<file path="config.mk">
export PLATFORM = sky130hd
export DESIGN_NAME = lps_serializer
export DESIGN_NICKNAME = d
export VERILOG_FILES = /design/src/rtl/lps_pkg.sv /design/src/rtl/lps_fifo.sv /design/src/rtl/lps_serializer.sv
export SDC_FILE = /design/constraint.sdc
export NUM_CORES = 1
export LEC_CHECK = 0
export ABC_AREA = 1
export BUFFER_PORTS_ARGS = -buffer_cell sky130_fd_sc_hd__buf_2
export CAP_MARGIN = 20
export CORE_ASPECT_RATIO = 0.75
export CORE_MARGIN = 2
export CORE_UTILIZATION = 50
export CTS_CLUSTER_SIZE = 12
export DETAILED_ROUTE_END_ITERATION = 8
export PLACE_DENSITY = 0.69
export SYNTH_ARGS = -nofsm -noshare
export SYNTH_HDL_FRONTEND = slang
export SYNTH_SLANG_ARGS = --single-unit
</file>
<file path="constraint.sdc">
create_clock -name clk_sys -period 2.85 [get_ports clk_sys]
set_input_delay 0.285 -clock clk_sys [delete_from_list [all_inputs] [get_ports clk_sys]]
set_output_delay 0.285 -clock clk_sys [all_outputs]
set_load 0.03 [all_outputs]
</file>
<file path="src/rtl/lps_pkg.sv">
// ============================================================
// Shared constants and carriers
package lps_pkg;

  // Geometry of the link
  localparam int NUM_LANES = 5;
  localparam int UI_PER_PERIOD = 7;
  localparam int FIFO_DEPTH = 16;

  // Register map
  localparam logic [7:0] REG_SAMPLE_DELAY = 8'h19;
  localparam logic [7:0] REG_STATUS = 8'h1a;
  localparam int DELAY_FIELD_LSB = 0;
  localparam int DELAY_FIELD_W = 3;
  localparam logic [7:0] SAMPLE_DELAY_RESET = 8'h00;
  localparam int STAT_LOCK_BIT = 7;
  localparam int STAT_OE_BIT = 6;

  // Sampling shift steps in picoseconds
  localparam int LATER_STEP_PS = 400;
  localparam int EARLIER_STEP_PS = 200;

  // Clock and timing
  localparam int CLK_PERIOD_PS = 10000;
  localparam int WORD_PERIOD_PS = UI_PER_PERIOD * CLK_PERIOD_PS;
  localparam int CCD_PERIOD_MILLI = 1786;
  localparam int CCD_OFFSET_PS = 4190;
  localparam int CCD_PS = (CCD_PERIOD_MILLI * WORD_PERIOD_PS) / 1000 + CCD_OFFSET_PS
                          - 2 * CLK_PERIOD_PS;
  localparam int CCD_CYC = (CCD_PS / CLK_PERIOD_PS < 1) ? 1 : CCD_PS / CLK_PERIOD_PS;
  localparam int LOCK_TIME_MS = 10;
  localparam int LOCK_CYC = (LOCK_TIME_MS * 1000000) / (CLK_PERIOD_PS / 1000);
  localparam int PDD_NS = 100;
  localparam int PDD_CYC = (PDD_NS * 1000) / CLK_PERIOD_PS;

  // Forwarded clock lane shape over the seven slots
  localparam logic [6:0] CLK_PATTERN = 7'h63;

  // One parallel word: seven input bits per lane
  typedef struct packed {
    logic [NUM_LANES-1:0][6:0] bits;
  } lps_word_s;

  // Configuration access from the serial port
  typedef struct packed {
    logic wr_en;
    logic rd_en;
    logic [7:0] addr;
    logic [7:0] wdata;
  } lps_cfg_s;

endpackage : lps_pkg

</file>
<file path="src/rtl/lps_fifo.sv">
`timescale 1ns/1ns
// ============================================================
// Word FIFO with valid/ready on both sides
module lps_fifo #(
  parameter int WIDTH = 35,
  parameter int DEPTH = 16
) (
  // Clock and reset
  input wire logic clk_sys,
  input wire logic rstn,
  input wire logic flush,
  // Fill side
  input wire logic in_valid,
  output logic in_ready,
  input wire logic [WIDTH-1:0] in_data,
  // Drain side
  output logic out_valid,
  input wire logic out_ready,
  output logic [WIDTH-1:0] out_data,
  // Occupancy
  output logic [$clog2(DEPTH):0] level
);
  localparam int AW = $clog2(DEPTH);

  logic [WIDTH-1:0] mem [DEPTH];
  logic [AW-1:0] wr_ptr;
  logic [AW-1:0] rd_ptr;
  logic push;
  logic pop;

  // Handshake terms
  assign in_ready = (level != (AW+1)'(DEPTH));
  assign out_valid = (level != '0);
  assign push = in_valid && in_ready;
  assign pop = out_valid && out_ready;
  assign out_data = mem[rd_ptr];

  // Storage
  always_ff @(posedge clk_sys) begin
    if (push) begin
      mem[wr_ptr] <= in_data;
    end
  end

  // Pointers and level
  always_ff @(posedge clk_sys or negedge rstn) begin
    if (!rstn) begin
      wr_ptr <= '0;
      rd_ptr <= '0;
      level <= '0;
    end else if (flush) begin
      wr_ptr <= '0;
      rd_ptr <= '0;
      level <= '0;
    end else begin
      if (push) begin
        wr_ptr <= wr_ptr + 1'b1;
      end
      if (pop) begin
        rd_ptr <= rd_ptr + 1'b1;
      end
      if (push && !pop) begin
        level <= level + 1'b1;
      end else if (pop && !push) begin
        level <= level - 1'b1;
      end
    end
  end

endmodule : lps_fifo

</file>
<file path="src/rtl/lps_serializer.sv">
`timescale 1ns/1ns
// ============================================================
// 7:1 serializer core
module lps_serializer #(
  parameter int LOCK_CYCLES = lps_pkg::LOCK_CYC
) (
  // Clock and reset
  input wire logic clk_sys,
  input wire logic rstn,
  // Device enable pin
  input wire logic power_down_n,
  // Parallel pixel side
  input wire logic pixel_valid,
  input wire lps_pkg::lps_word_s parallel_pixel_inputs,
  output logic pixel_ready,
  // Configuration port
  input wire lps_pkg::lps_cfg_s cfg,
  output logic [7:0] cfg_rdata,
  output logic cfg_rvalid,
  // Sampling delay control to the input delay line
  output logic [2:0] sample_delay_sel,
  output logic signed [11:0] sample_shift_ps,
  // Serial lanes
  output logic [lps_pkg::NUM_LANES-1:0] serial_data,
  output logic serial_clk,
  output logic serial_oe,
  output logic pll_locked
);
  import lps_pkg::*;

  localparam int PDD_BOUND = PDD_CYC;
  localparam int FW = $bits(lps_word_s);

  // Bit sent in each slot
  function automatic logic [2:0] serial_bit_position(input logic [2:0] slot);
    unique case (slot)
      3'h0: serial_bit_position = 3'h1;
      3'h1: serial_bit_position = 3'h0;
      3'h2: serial_bit_position = 3'h6;
      3'h3: serial_bit_position = 3'h5;
      3'h4: serial_bit_position = 3'h4;
      3'h5: serial_bit_position = 3'h3;
      default: serial_bit_position = 3'h2;
    endcase
  endfunction : serial_bit_position

  // Sampling shift in ps, positive is later
  function automatic logic signed [11:0] shift_of(input logic [2:0] code);
    logic signed [11:0] step;
    step = 12'(LATER_STEP_PS);
    if (code[2]) begin
      shift_of = -(12'(EARLIER_STEP_PS) * (12'(code[1:0]) + 12'sh001));
    end else begin
      shift_of = step * 12'(code[1:0]);
    end
  endfunction : shift_of

  typedef enum logic [1:0] {ST_OFF, ST_LOCKING, ST_RUN} lps_state_e;

  lps_state_e state;
  logic [7:0] delay_reg;
  logic [$clog2(LOCK_CYCLES+1)-1:0] lock_cnt;
  logic cap_valid;
  lps_word_s cap_word;
  logic fifo_in_ready;
  logic fifo_out_valid;
  logic [FW-1:0] fifo_out_data;
  logic [$clog2(FIFO_DEPTH):0] fifo_level;
  logic pop;
  logic [2:0] slot;
  lps_word_s cur_word;
  logic [2:0] pos;

  // ============================================================
  // Configuration registers
  always_ff @(posedge clk_sys or negedge rstn) begin
    if (!rstn) begin
      delay_reg <= SAMPLE_DELAY_RESET;
    end else if (cfg.wr_en && cfg.addr == REG_SAMPLE_DELAY) begin
      delay_reg <= cfg.wdata;
    end
  end

  // Delay line control
  always_ff @(posedge clk_sys or negedge rstn) begin
    if (!rstn) begin
      sample_delay_sel <= '0;
      sample_shift_ps <= '0;
    end else begin
      sample_delay_sel <= delay_reg[DELAY_FIELD_LSB +: DELAY_FIELD_W];
      sample_shift_ps <= shift_of(delay_reg[DELAY_FIELD_LSB +: DELAY_FIELD_W]);
    end
  end

  // Register reads, unmapped reads return zero
  always_ff @(posedge clk_sys or negedge rstn) begin
    if (!rstn) begin
      cfg_rdata <= '0;
      cfg_rvalid <= 1'b0;
    end else begin
      cfg_rvalid <= cfg.rd_en;
      if (cfg.rd_en && cfg.addr == REG_SAMPLE_DELAY) begin
        cfg_rdata <= delay_reg;
      end else if (cfg.rd_en && cfg.addr == REG_STATUS) begin
        cfg_rdata <= {pll_locked, serial_oe, 1'b0, 5'(fifo_level)};
      end else begin
        cfg_rdata <= '0;
      end
    end
  end

  // ============================================================
  // Power and lock sequencing
  always_ff @(posedge clk_sys or negedge rstn) begin
    if (!rstn) begin
      state <= ST_OFF;
      lock_cnt <= '0;
    end else if (!power_down_n) begin
      state <= ST_OFF;
      lock_cnt <= '0;
    end else begin
      unique case (state)
        ST_OFF: begin
          state <= ST_LOCKING;
        end
        ST_LOCKING: begin
          if (lock_cnt == ($bits(lock_cnt))'(LOCK_CYCLES - 1)) begin
            state <= ST_RUN;
          end
          lock_cnt <= lock_cnt + 1'b1;
        end
        ST_RUN: begin
          state <= ST_RUN;
        end
      endcase
    end
  end

  // Output enable and lock indication
  always_ff @(posedge clk_sys or negedge rstn) begin
    if (!rstn) begin
      serial_oe <= 1'b0;
      pll_locked <= 1'b0;
    end else begin
      serial_oe <= power_down_n && state == ST_RUN;
      pll_locked <= power_down_n && state == ST_RUN;
    end
  end

  // ============================================================
  // Input capture, margin covers the capture stage in flight
  always_ff @(posedge clk_sys or negedge rstn) begin
    if (!rstn) begin
      pixel_ready <= 1'b0;
      cap_valid <= 1'b0;
      cap_word <= '0;
    end else begin
      pixel_ready <= power_down_n && state == ST_RUN
                     && fifo_level < ($bits(fifo_level))'(FIFO_DEPTH - 2);
      if (!power_down_n) begin
        cap_valid <= 1'b0;
      end else if (pixel_valid && pixel_ready) begin
        cap_valid <= 1'b1;
        cap_word <= parallel_pixel_inputs;
      end else if (fifo_in_ready) begin
        cap_valid <= 1'b0;
      end
    end
  end

  lps_fifo #(
    .WIDTH(FW),
    .DEPTH(FIFO_DEPTH)
  ) u_fifo (
    .clk_sys(clk_sys),
    .rstn(rstn),
    .flush(!power_down_n),
    .in_valid(cap_valid),
    .in_ready(fifo_in_ready),
    .in_data(cap_word),
    .out_valid(fifo_out_valid),
    .out_ready(pop),
    .out_data(fifo_out_data),
    .level(fifo_level)
  );

  // One word, if the FIFO holds any, leaves it at each period boundary
  assign pop = state == ST_RUN && slot == 3'h6 && power_down_n;
  assign pos = serial_bit_position(slot);

  // ============================================================
  // Slot counter and word holding
  always_ff @(posedge clk_sys or negedge rstn) begin
    if (!rstn) begin
      slot <= '0;
      cur_word <= '0;
    end else if (state != ST_RUN || !power_down_n) begin
      slot <= '0;
      cur_word <= '0;
    end else begin
      slot <= (slot == 3'(UI_PER_PERIOD - 1)) ? 3'h0 : slot + 3'h1;
      if (slot == 3'h6) begin
        cur_word <= fifo_out_valid ? lps_word_s'(fifo_out_data) : '0;
      end
    end
  end

  // Serial bit and forwarded clock per unit interval
  always_ff @(posedge clk_sys or negedge rstn) begin
    if (!rstn) begin
      serial_data <= '0;
      serial_clk <= 1'b0;
    end else if (state != ST_RUN || !power_down_n) begin
      serial_data <= '0;
      serial_clk <= 1'b0;
    end else begin
      for (int l = 0; l < NUM_LANES; l++) begin
        serial_data[l] <= cur_word.bits[l][pos];
      end
      serial_clk <= CLK_PATTERN[slot];
    end
  end

  // ============================================================
  // Checks
  AST_SLOT_WRAP: assert property (@(posedge clk_sys) disable iff (!rstn)
    (state == ST_RUN && power_down_n && slot == 3'h6) |=> slot == 3'h0)
    else $error("slot did not wrap after seventh interval");

  AST_BIT_ORDER: assert property (@(posedge clk_sys) disable iff (!rstn)
    (state == ST_RUN && power_down_n && slot == 3'h0) ##1 (state == ST_RUN && power_down_n)
    |-> (serial_data[0] == $past(cur_word.bits[0][1])) ##5
        (state != ST_RUN || serial_data[0] == $past(cur_word.bits[0][3])))
    else $error("serial bit order wrong");

  AST_DELAY_WRITE: assert property (@(posedge clk_sys) disable iff (!rstn)
    (cfg.wr_en && cfg.addr == REG_SAMPLE_DELAY) |=> ##1 sample_delay_sel == $past(cfg.wdata[2:0], 2))
    else $error("sampling delay field not applied");

  AST_LATER: assert property (@(posedge clk_sys) disable iff (!rstn)
    (!sample_delay_sel[2] && $stable(sample_delay_sel) && $past(delay_reg[2:0]) == sample_delay_sel)
    |-> sample_shift_ps == 12'sd400 * $signed({9'h000, sample_delay_sel}))
    else $error("later sampling shift wrong");

  AST_EARLIER: assert property (@(posedge clk_sys) disable iff (!rstn)
    (sample_delay_sel[2] && $stable(sample_delay_sel) && $past(delay_reg[2:0]) == sample_delay_sel)
    |-> sample_shift_ps == -12'sd200 * ($signed({10'h000, sample_delay_sel[1:0]}) + 12'sd1))
    else $error("earlier sampling shift wrong");

  AST_CLK_LANE: assert property (@(posedge clk_sys) disable iff (!rstn)
    (state == ST_RUN && power_down_n && slot == 3'h0) ##1 (state == ST_RUN && power_down_n)
    |-> serial_clk ##2 !serial_clk)
    else $error("forwarded clock not high in first interval");

  AST_LOCK_TIME: assert property (@(posedge clk_sys) disable iff (!rstn)
    (state == ST_LOCKING) |-> lock_cnt < ($bits(lock_cnt))'(LOCK_CYCLES))
    else $error("lock wait exceeded lock time");

  AST_PD_DELAY: assert property (@(posedge clk_sys) disable iff (!rstn)
    $fell(power_down_n) |-> ##[1:PDD_BOUND] (!serial_oe && !pll_locked))
    else $error("outputs not disabled after power down");

  AST_PD_LEVEL: assert property (@(posedge clk_sys) disable iff (!rstn)
    !power_down_n ##1 !power_down_n |-> !serial_oe && state == ST_OFF && serial_data == '0)
    else $error("device active while power down low");

  AST_NO_DROP: assert property (@(posedge clk_sys) disable iff (!rstn)
    (power_down_n && pixel_valid && pixel_ready) ##1 power_down_n
    |-> cap_valid && cap_word == $past(parallel_pixel_inputs))
    else $error("accepted word not captured");

endmodule : lps_serializer

</file>
==> flow_summary.toml, run 1 <==
[outcome]
status = "complete, no violations"

[timing]
fin_ws_ns = 0.264
max_freq_mhz = 387
rsz0062_at_grt = "no"
finalHoldViolations = 0
max-slew-margin-rel = 0.416
drv_slew = 0
tightest_slew_ns = 0.873
min_period_ns = 2.59
hold_ws_ns = 0.0414
finClkSkew_ns = 0.0240
fin_setup_tns_ns = 0
finalCritPeriodShare = 0.907
setup_violations = 0

[drt]
drc_errors = 0
wl_per_cell_um = 20.4
drt-initial-drc-count = 2221
dr.pass1.iters = 5
wl_um = 71600
routed_via_density = 5.53
vias = 19400
drtAntennaViolNets = 0

[hold_path]
hp-class = "in -> reg"
hold_start = "cfg[14]"

[worst_setup_path]
cp_top_family = "simple AND/OR/NAND/NOR gates"
crit_fanout = 25
r2r-start = "slot[1]$_DFF_PN0_"
slowest_delay_ns = 0.63
slowest_stage = "nand2_1"
critPathCaptureType = "flip-flop"
cp-start-kind = "flip-flop"
critPathKind = "reg -> reg"
critical_path_buf_inv_count = 1
cp.required_ns = 3.37
crit_arrival_ns = 3.10
crit_path_start = "slot[1]$_DFF_PN0_"
crit_chain = "nand2_1 -> inv_1 -> ha_1 -> nand2_1 -> nand2_1 -> nand2_1 -> nor2_1 -> nor2_1 -> nor2_1 -> nor2_1"

[synth]
yosysWarningCount = 0
syn_inst = 2534
synth_top_area_frac = 0.583
syn_area_per_cell_um2 = 11.4
yosys.area.top_type = "edfxtp_1"
yosysUniqueCellTypes = 31
synth_edf_count = 560
ys.flop_type = "edfxtp_1"
ys_top_cells_by_area = "edfxtp_1, dfrtp_1, nand2_1"
ys_seq_area_frac = 0.710
syn-cell-area_mm2 = 0.0288
yosysMostFrequentCell = "nand2_1"
synth_common_cells = "nand2_1, edfxtp_1, nor2_1"
synth-seq-cells = 706
async_reset_ff_frac = 0.207

[final_layout]
drive_gt1_frac = 0.109
area_delta_synth_final_pct = 14.6
seq_area_mm2 = 0.0205
final_area_mm2 = 0.0331
n_antenna_cell = 0
n_fill_cell = 4622
multiInputGateArea_mm2 = 0.00741
reg.largest.list = "u_fifo.mem (560), cap_word (35), cur_word (35)"
fin_cells = 3504
fin_nets = 2745
top_register = "u_fifo.mem"
largest_reg_flops = 560

[grt]
grt_pass1_vias = 18700
globalRouteOverflowTotal = 0
grt_pass1_wl_um = 110000
grt_max_degree = 135
antenna_found_initial = 0
grtUsageTotal = 0.244

[clock_network]
cts_tree = "built"
cts-root-buf = "clkbuf_16"
clk_pin_slew_ns = 0.07
cts_sinks = 706
clkLatencyLatePin_ns = 0.63
ctsResizeCount = 0
post_cts_buffers = 0
numCtsBuffers = 71
cts_buffer_depth = 3
htree_num_levels = 3

[die]
die_area_mm2 = 0.0596
die_w_um = 281
die_h_um = 212
row_count = 76
ios = 90
coreArea_mm2 = 0.0572
start_util = 0.504

[power]
leakagePower_nw = 12.8
irDropWorstVdd_v = 0.000540
pwr_density_cell_mw_per_mm2 = 703

[place]
placed_cells = 3330
portBuffers = 86
post-place-ws_ns = 0.385
dp_hpwl_um = 40500
routabilityCongestion = 0.866
dpl_cell_area_mm2 = 0.0304

[job]
maxCapViolCount = 0
cell families after synthesis:
logic type | Yosys count | share of synthesized area
compound gates | 305 | 0.0571
xor+xnor | 4 | 0.00122
fa+ha+maj | 20 | 0.00894
buf+inv | 257 | 0.0379
flops | 706 | 0.710
mux | 35 | 0.0137
other cells | 1 | 0.000130
simple gates | 1206 | 0.171
tightest hold or removal path: stages:
cell	delay, ns
buf_2	0.08
nor4_2	0.04
nand3_1	0.15
nor2_1	0.06
per-layer routing:
metal,vias to the layer above,wire length [µm],track usage
li1,8973,-,-
met1,9542,31500,0.353
met2,735,33200,0.382
met3,115,5380,0.0462
met4,0,1530,0.0635
met5,-,0,0
power breakdown:
part	internal (mW)	switching, mW
Clock	4.99	3.84
Combinational	0.459	0.644
Sequential	12.3	0.968
metrics by stage:
step / power [mW] / util
after detailed placement: 14.6 / 0.532
after global routing: 24.1 / 0.578
after CTS: 23.4 / 0.578
after global placement: 14.5 / 0.532
final: 23.3 / 0.578
after floorplan: 13.9 / -
layout by cell type (no fill, tap or decap), types with 43 or more instances in the layout:
cell type,count
nand3_1,232
clkbuf_16,72
edfxtp_1,560
dlygate4sd3_1,45
nor2_1,242
o21ai_0,155
buf_2,85
nand2_1,675
inv_1,115
dfrtp_1,144
a21oi_1,96
buf_4,43
o211ai_1,44
path summary, 6_finish.rpt:
kind / endpoint / slack [ns] / depth (start not counted)
setup / recovery: serial_data[3]$_DFF_PN0_ / 0.26 / 10
hold / removal: cfg_rdata[5]$_DFF_PN0_ / 0.04 / 4
setup reg to reg: serial_data[3]$_DFF_PN0_ / 0.26 / 10
hold reg to reg: cur_word[28]$_DFFE_PN0P_ / 0.48 / 2
max in group asynchronous: sample_shift_ps[7]$_DFF_PN0_ / 1.72 / 3
min in group asynchronous: cur_word[14]$_DFFE_PN0P_ / 0.24 / 2
area by class of cell:
type                            count  area share
Timing Repair Buffer              191      0.0469
Sequential cell                   706       0.619
Tap cell                          780      0.0295
Inverter                          125      0.0144
Clock buffer                      118      0.0615
Multi-Input combinational cell   1573       0.224
Clock inverter                     11     0.00413
what timing repair did:
item / CTS / global route
hold buffers: 45 / 0
setup endpoints to repair: 0 / 0
hold endpoints to repair: 93 / 0
(Power assumes the default switching activity.)
==> run 2, diff against run 1 <==
CELL_PAD_IN_SITES_DETAIL_PLACEMENT = 0   (was default)
CELL_PAD_IN_SITES_GLOBAL_PLACEMENT = 2   (was default)
CORE_UTILIZATION = 39   (was 50)
PLACE_DENSITY = default   (was 0.69)
PLACE_DENSITY_LB_ADDON = 0.1   (was default)
SYNTH_HIERARCHICAL = 1   (was default)
==> flow_summary.toml, run 2 <==
[outcome]
status = "complete, no violations"

[synth]
synth_top_family_by_area = "simple AND/OR/NAND/NOR gates"
ys_top_cells_by_area = "edfxtp_1, dfrtp_1, nor2_1"
ys_seq_area_frac = 0.708
synth_top_area_frac = 0.582
yosysWarningCount = 6
synth-seq-cells = 706
yosysUniqueCellTypes = 39
synth_edf_count = 560
async_reset_ff_frac = 0.207
syn-cell-area_mm2 = 0.0289
yosys.area.top_type = "edfxtp_1"
synth_common_cells = "edfxtp_1, nor2_1, o21ai_0"
synth_compound_area_frac = 0.103
synth_simple_gate_area_frac = 0.122
yosysMostFrequentCell = "edfxtp_1"
ys.flop_type = "edfxtp_1"
syn_area_per_cell_um2 = 12.0
syn_inst = 2412
synth-adder-area-share = 0.00892
muxShareOfSynthArea = 0.0152
synth-xor-area-share = 0.00212

[drt]
drtAntennaViolNets = 0
dr.pass1.iters = 5
drc_errors = 0
vias = 18700
routed_via_density = 5.24
drt-initial-drc-count = 1537
wl_per_cell_um = 21.9
wl_um = 78300

[timing]
finalCritPeriodShare = 0.876
min_period_ns = 2.50
hold_ws_ns = 0.0704
drv_slew = 0
fin_setup_tns_ns = 0
tightest_slew_ns = 0.719
rsz0062_at_grt = "no"
max-slew-margin-rel = 0.514
setup_violations = 0
finClkSkew_ns = 0.0206
max_freq_mhz = 400
finalHoldViolations = 0

[die]
die_w_um = 318
coreArea_mm2 = 0.0734
ios = 90
die_area_mm2 = 0.0763
die_h_um = 240
row_count = 86
start_util = 0.394

[place]
placed_cells = 3393
dpl_cell_area_mm2 = 0.0308
dp_hpwl_um = 44000
portBuffers = 86
routabilityCongestion = 0.764

[hold_path]
hold_depth = 3
hp-class = "in -> reg"
min_to = "pixel_ready$_DFF_PN0_"
hold_start = "power_down_n"

[final_layout]
n_fill_cell = 6688
n_antenna_cell = 0
layout_commonest_cell = "edfxtp_1"
area_delta_synth_final_pct = 15.9
reg.largest.list = "u_fifo/mem (560), cap_word (35), cur_word (35)"
fin_util = 0.456
top_register = "u_fifo/mem"
final_area_mm2 = 0.0335
layout_common_cells = "edfxtp_1, nor2_1, o21ai_0"
fin_cells = 3573
largest_reg_flops = 560
drive_gt1_frac = 0.123
fin_nets = 2624

[clock_network]
cts_tree = "built"
clkLatencyLatePin_ns = 0.62
post_cts_buffers = 0
numCtsBuffers = 75
cts-root-buf = "clkbuf_16"
cts_sinks = 706
clk_pin_slew_ns = 0.06
htree_num_levels = 3
cts_buffer_depth = 3

[worst_setup_path]
critPathCaptureType = "flip-flop"
critPathKind = "reg -> reg"
r2r-start = "state[0]$_DFFE_PN0P_"
r2r_cells = 15
r2r_slack_ns = 0.35
crit_arrival_ns = 2.99
crit_fanout = 11
cp-start-kind = "flip-flop"
crit_path_start = "state[0]$_DFFE_PN0P_"
timing.rr.end = "u_fifo/level[4]$_DFFE_PN0P_"
cp.required_ns = 3.34

[grt]
grt_max_degree = 113
antenna_found_initial = 0
globalRouteOverflowTotal = 0
grt_pass1_wl_um = 118000
grt_pass1_vias = 18300
grtUsageTotal = 0.207

[power]
pwr_density_cell_mw_per_mm2 = 704
leakagePower_nw = 12.0
irDropWorstVdd_v = 0.000545

[job]
maxCapViolCount = 0
run 2: changes by cell type in the layout (fill, tap and decap cells not counted), sizes merged, moves of 3 or more:
cell | before | now
nand2 | 675 | 192
clkinv | 9 | 17
a21oi | 96 | 47
inv | 125 | 115
nand4 | 8 | 13
nand3b | 18 | 0
mux2 | 35 | 39
a31oi | 0 | 3
o211ai | 44 | 140
buf | 146 | 155
o21ai | 160 | 326
nor2 | 260 | 470
nand3 | 233 | 172
run 2: cells by family after synthesis:
group,after synthesis
adder cells (fa/ha/maj),20
other,1
AO/OA/AOI/OAI,521
buffers and inverters,260
multiplexers,39
XOR/XNOR,7
flip-flops,706
AND/OR/NAND/NOR,858
run 2: how the worst max path moves through the flow:
stage                             endpoint  slack, ns  depth (start not counted)
3_5_place_dp   u_fifo/level[4]$_DFFE_PN0P_       0.41                         15
2_1_floorplan  u_fifo/mem[11][0]$_DFFE_PP_      0.007                          6
3_3_place_gp   u_fifo/level[4]$_DFFE_PN0P_       0.40                         16
6_report       u_fifo/level[4]$_DFFE_PN0P_       0.35                         15
5_1_grt        u_fifo/level[4]$_DFFE_PN0P_       0.13                         15
4_1_cts        u_fifo/level[4]$_DFFE_PN0P_       0.37                         15
run 2: what timing repair did:
item,4_1_cts,5_1_grt
endpoints found under the hold margin,81,0
hold buffers,45,0
resized for setup,0,0
run 2: stage by stage:
step / worst slack [ns] / power (mW)
6_report: 0.353 / 23.6
5_1_grt: 0.134 / 24.5
4_1_cts: 0.365 / 23.9
3_5_place_dp: 0.412 / 14.8
3_3_place_gp: 0.405 / 14.7
2_1_floorplan: 0.00728 / 13.9
run 2: final cells by class:
type / count / area [µm²] / share of cell area
multi-input cells: 1448 / 7390 / 0.221
repair buffers: 201 / 1770 / 0.0527
flip-flops and latches: 706 / 20500 / 0.611
clock buffers: 117 / 2120 / 0.0632
clock inverters: 18 / 95.1 / 0.00284
well taps: 968 / 1210 / 0.0362
inverters: 115 / 439 / 0.0131
run 2: power by group:
part           leakage, nW  switching [mW]  internal [mW]
Combinational         3.90           0.701          0.467
Clock                 1.07            3.94           5.10
Sequential            7.02           0.995           12.4
run 2: metal layers:
metal  global-route usage  wire (µm)  vias to the layer above  share of wire
li1                     -          -                     8865              -
met1                0.306      38700                     9376           0.49
met2                0.315      34600                      354           0.44
met3               0.0326       3240                      114          0.041
met4               0.0579       1770                        0          0.023
met5                    0          0                        -              0
run 2: critical path, stage by stage, from the launching register on:
cell and delay [ns]:
dfrtp_1 0.35, inv_1 0.06, ha_1 0.19, nand2_1 0.17
nor2_4 0.06, nand2_1 0.14, nand2_1 0.28, fa_1 0.50
nand3_1 0.15, nand4_1 0.10, nand2_1 0.10, inv_1 0.04
nand2_1 0.05, nand2_1 0.05, nand2_1 0.05, nand2_1 0.06
==> run 3, diff against run 2 <==
--- a/config.mk
+++ b/config.mk
@@ -12,3 +12,3 @@
 export CELL_PAD_IN_SITES_GLOBAL_PLACEMENT = 2
-export CORE_ASPECT_RATIO = 0.75
+export CORE_ASPECT_RATIO = 1.2
 export CORE_MARGIN = 2
@@ -18,2 +18,3 @@
 export PLACE_DENSITY_LB_ADDON = 0.1
+export SLEW_MARGIN = 20
 export SYNTH_ARGS = -nofsm -noshare
==> constraint.sdc (replaced) <==
create_clock -name clk_sys -period 2.85 [get_ports clk_sys]
set_input_delay 0.57 -clock clk_sys [delete_from_list [all_inputs] [get_ports clk_sys]]
set_output_delay 0.57 -clock clk_sys [all_outputs]
set_load 0.03 [all_outputs]
==> flow_summary.toml, run 3 (synthesis results as in run 2) <==
[clock_network]
post_cts_buffers = 0
cts_buffer_depth = 3
cts_tree = "built"
cts_hold_buf = 1
numCtsBuffers = 76
htree_num_levels = 3
cts-root-buf = "clkbuf_16"
ctsResizeCount = 0
clk_pin_slew_ns = 0.06
cts_sinks = 706
clkLatencyLatePin_ns = 0.62

[timing]
finClkSkew_ns = 0.0243
fin_setup_tns_ns = 0
finalHoldViolations = 0
max_freq_mhz = 395
rsz0062_at_grt = "no"
tightest_slew_ns = 0.828
drv_slew = 0
finalCritPeriodShare = 0.888
hold_ws_ns = 0.113
setup_violations = 0
max-slew-margin-rel = 0.448
min_period_ns = 2.53

[final_layout]
reg.largest.list = "u_fifo/mem (560), cap_word (35), cur_word (35)"
drive_gt1_frac = 0.124
n_antenna_cell = 0
layout_common_cells = "edfxtp_1, nor2_1, o21ai_0"
n_fill_cell = 6693
fin_nets = 2569
largest_reg_flops = 560
fin_util = 0.451
layout_commonest_cell = "edfxtp_1"
seq_area_mm2 = 0.0205
multiInputGateArea_mm2 = 0.00739
fin_cells = 3499
area_delta_synth_final_pct = 14.6
top_register = "u_fifo/mem"

[drt]
drt-initial-drc-count = 1406
dr.pass1.iters = 5
drc_errors = 0
routed_via_density = 5.34
drtAntennaViolNets = 0
wl_um = 79700
vias = 18700
wl_per_cell_um = 22.8

[power]
irDropWorstVdd_v = 0.000419
p_int_mw = 18.3
power_frac_seq = 0.555
clock_power_share = 0.396
power.net_switching_mw = 5.72
combPwrFrac = 0.048
p_sw_frac = 0.239
pwr_density_cell_mw_per_mm2 = 724
leakagePower_nw = 11.8

[job]
maxCapViolCount = 0

[die]
die_area_mm2 = 0.0763
start_util = 0.393
coreArea_mm2 = 0.0735
ios = 90
die_w_um = 252
row_count = 109
die_h_um = 302

[hold_path]
hold_depth = 1
hold_start = "cfg[16]"
hp-class = "in -> reg"
min_to = "cfg_rvalid$_DFF_PN0_"

[grt]
globalRouteOverflowTotal = 0
grt_pass1_vias = 18800
grt_max_degree = 102
grt_pass1_wl_um = 120000
antenna_found_initial = 0
grtUsageTotal = 0.212

[worst_setup_path]
crit_chain = "inv_1 -> nand2_2 -> nor2_1 -> inv_1 -> nor2_4 -> nand2_1 -> nand2_1 -> fa_1 -> nand3_1 -> nand3_1 -> nand2_1 -> nand2_1 -> inv_1 -> nand2_1 -> nand2_1 -> nand2_1 -> nand2_1"
timing.rr.end = "u_fifo/level[4]$_DFFE_PN0P_"
crit_fanout = 11
critPathCaptureType = "flip-flop"
r2r_slack_ns = 0.32
cp-start-kind = "flip-flop"
slowest_delay_ns = 0.50
cp.required_ns = 3.39
cpMostUsedCell = "nand2_1"
critPathKind = "reg -> reg"
r2r-start = "slot[0]$_DFF_PN0_"
r2r_cells = 17
slowest_stage = "fa_1"
crit_arrival_ns = 3.07

[place]
routabilityCongestion = 0.747
placed_cells = 3356
portBuffers = 86
dp_hpwl_um = 40800

[outcome]
status = "complete, no violations"
[run 3: power by group through the flow]
| stage | clock [mW] | combinational (mW) | sequential [mW] |
|---|---|---|---|
| 5_1_grt | 10.1 | 1.31 | 13.5 |
| 4_1_cts | 9.75 | 1.18 | 13.4 |
| 6_report | 9.51 | 1.16 | 13.3 |
| 2_1_floorplan | 0 | 0.742 | 13.2 |
| 3_5_place_dp | 0 | 1.17 | 13.6 |
| 3_3_place_gp | 0 | 1.15 | 13.5 |
[run 3: metrics by stage]
step	worst slack, ns	total power [mW]	area, µm²
floorplan	0.00728	13.9	28900
global placement	0.295	14.7	30700
detailed placement	0.327	14.7	30700
CTS	0.375	24.3	33100
global route	0.0219	24.9	33100
finish	0.318	24.0	33100
[run 3: layer usage]
metal  up-vias  part of all wire  global-route usage
met5         -                 0                   0
met4         0             0.024              0.0655
met3       111             0.043              0.0292
met2       396              0.49               0.362
met1      9440              0.44               0.280
li1       8745                 -                   -
[run 3: worst max-delay path by stage]
stage                                startpoint                          end  slack (ns)
floorplan           u_fifo/level[1]$_DFFE_PN0P_  u_fifo/mem[11][0]$_DFFE_PP_       0.007
global placement                   power_down_n  u_fifo/level[4]$_DFFE_PN0P_        0.29
detailed placement                 power_down_n  u_fifo/level[4]$_DFFE_PN0P_        0.33
CTS                           slot[0]$_DFF_PN0_  u_fifo/level[4]$_DFFE_PN0P_        0.37
global route                  slot[0]$_DFF_PN0_  u_fifo/level[4]$_DFFE_PN0P_        0.02
finish                        slot[0]$_DFF_PN0_  u_fifo/level[4]$_DFFE_PN0P_        0.32
[run 3: cell type report]
class                   instances  area share
well taps                     943      0.0356
inverters                     115      0.0133
clock buffers                 120      0.0671
clock inverters                22     0.00484
repair buffers                145      0.0376
flip-flops and latches        706       0.618
multi-input cells            1448       0.223
[run 3: critical path: cells and delay by family (launching register included)]
| kind | cells | cell delay, ns |
|---|---|---|
| buffers and inverters | 3 | 0.34 |
| adders and majority gates | 1 | 0.50 |
| DFF | 1 | 0.41 |
| and+or+nand+nor | 13 | 1.22 |
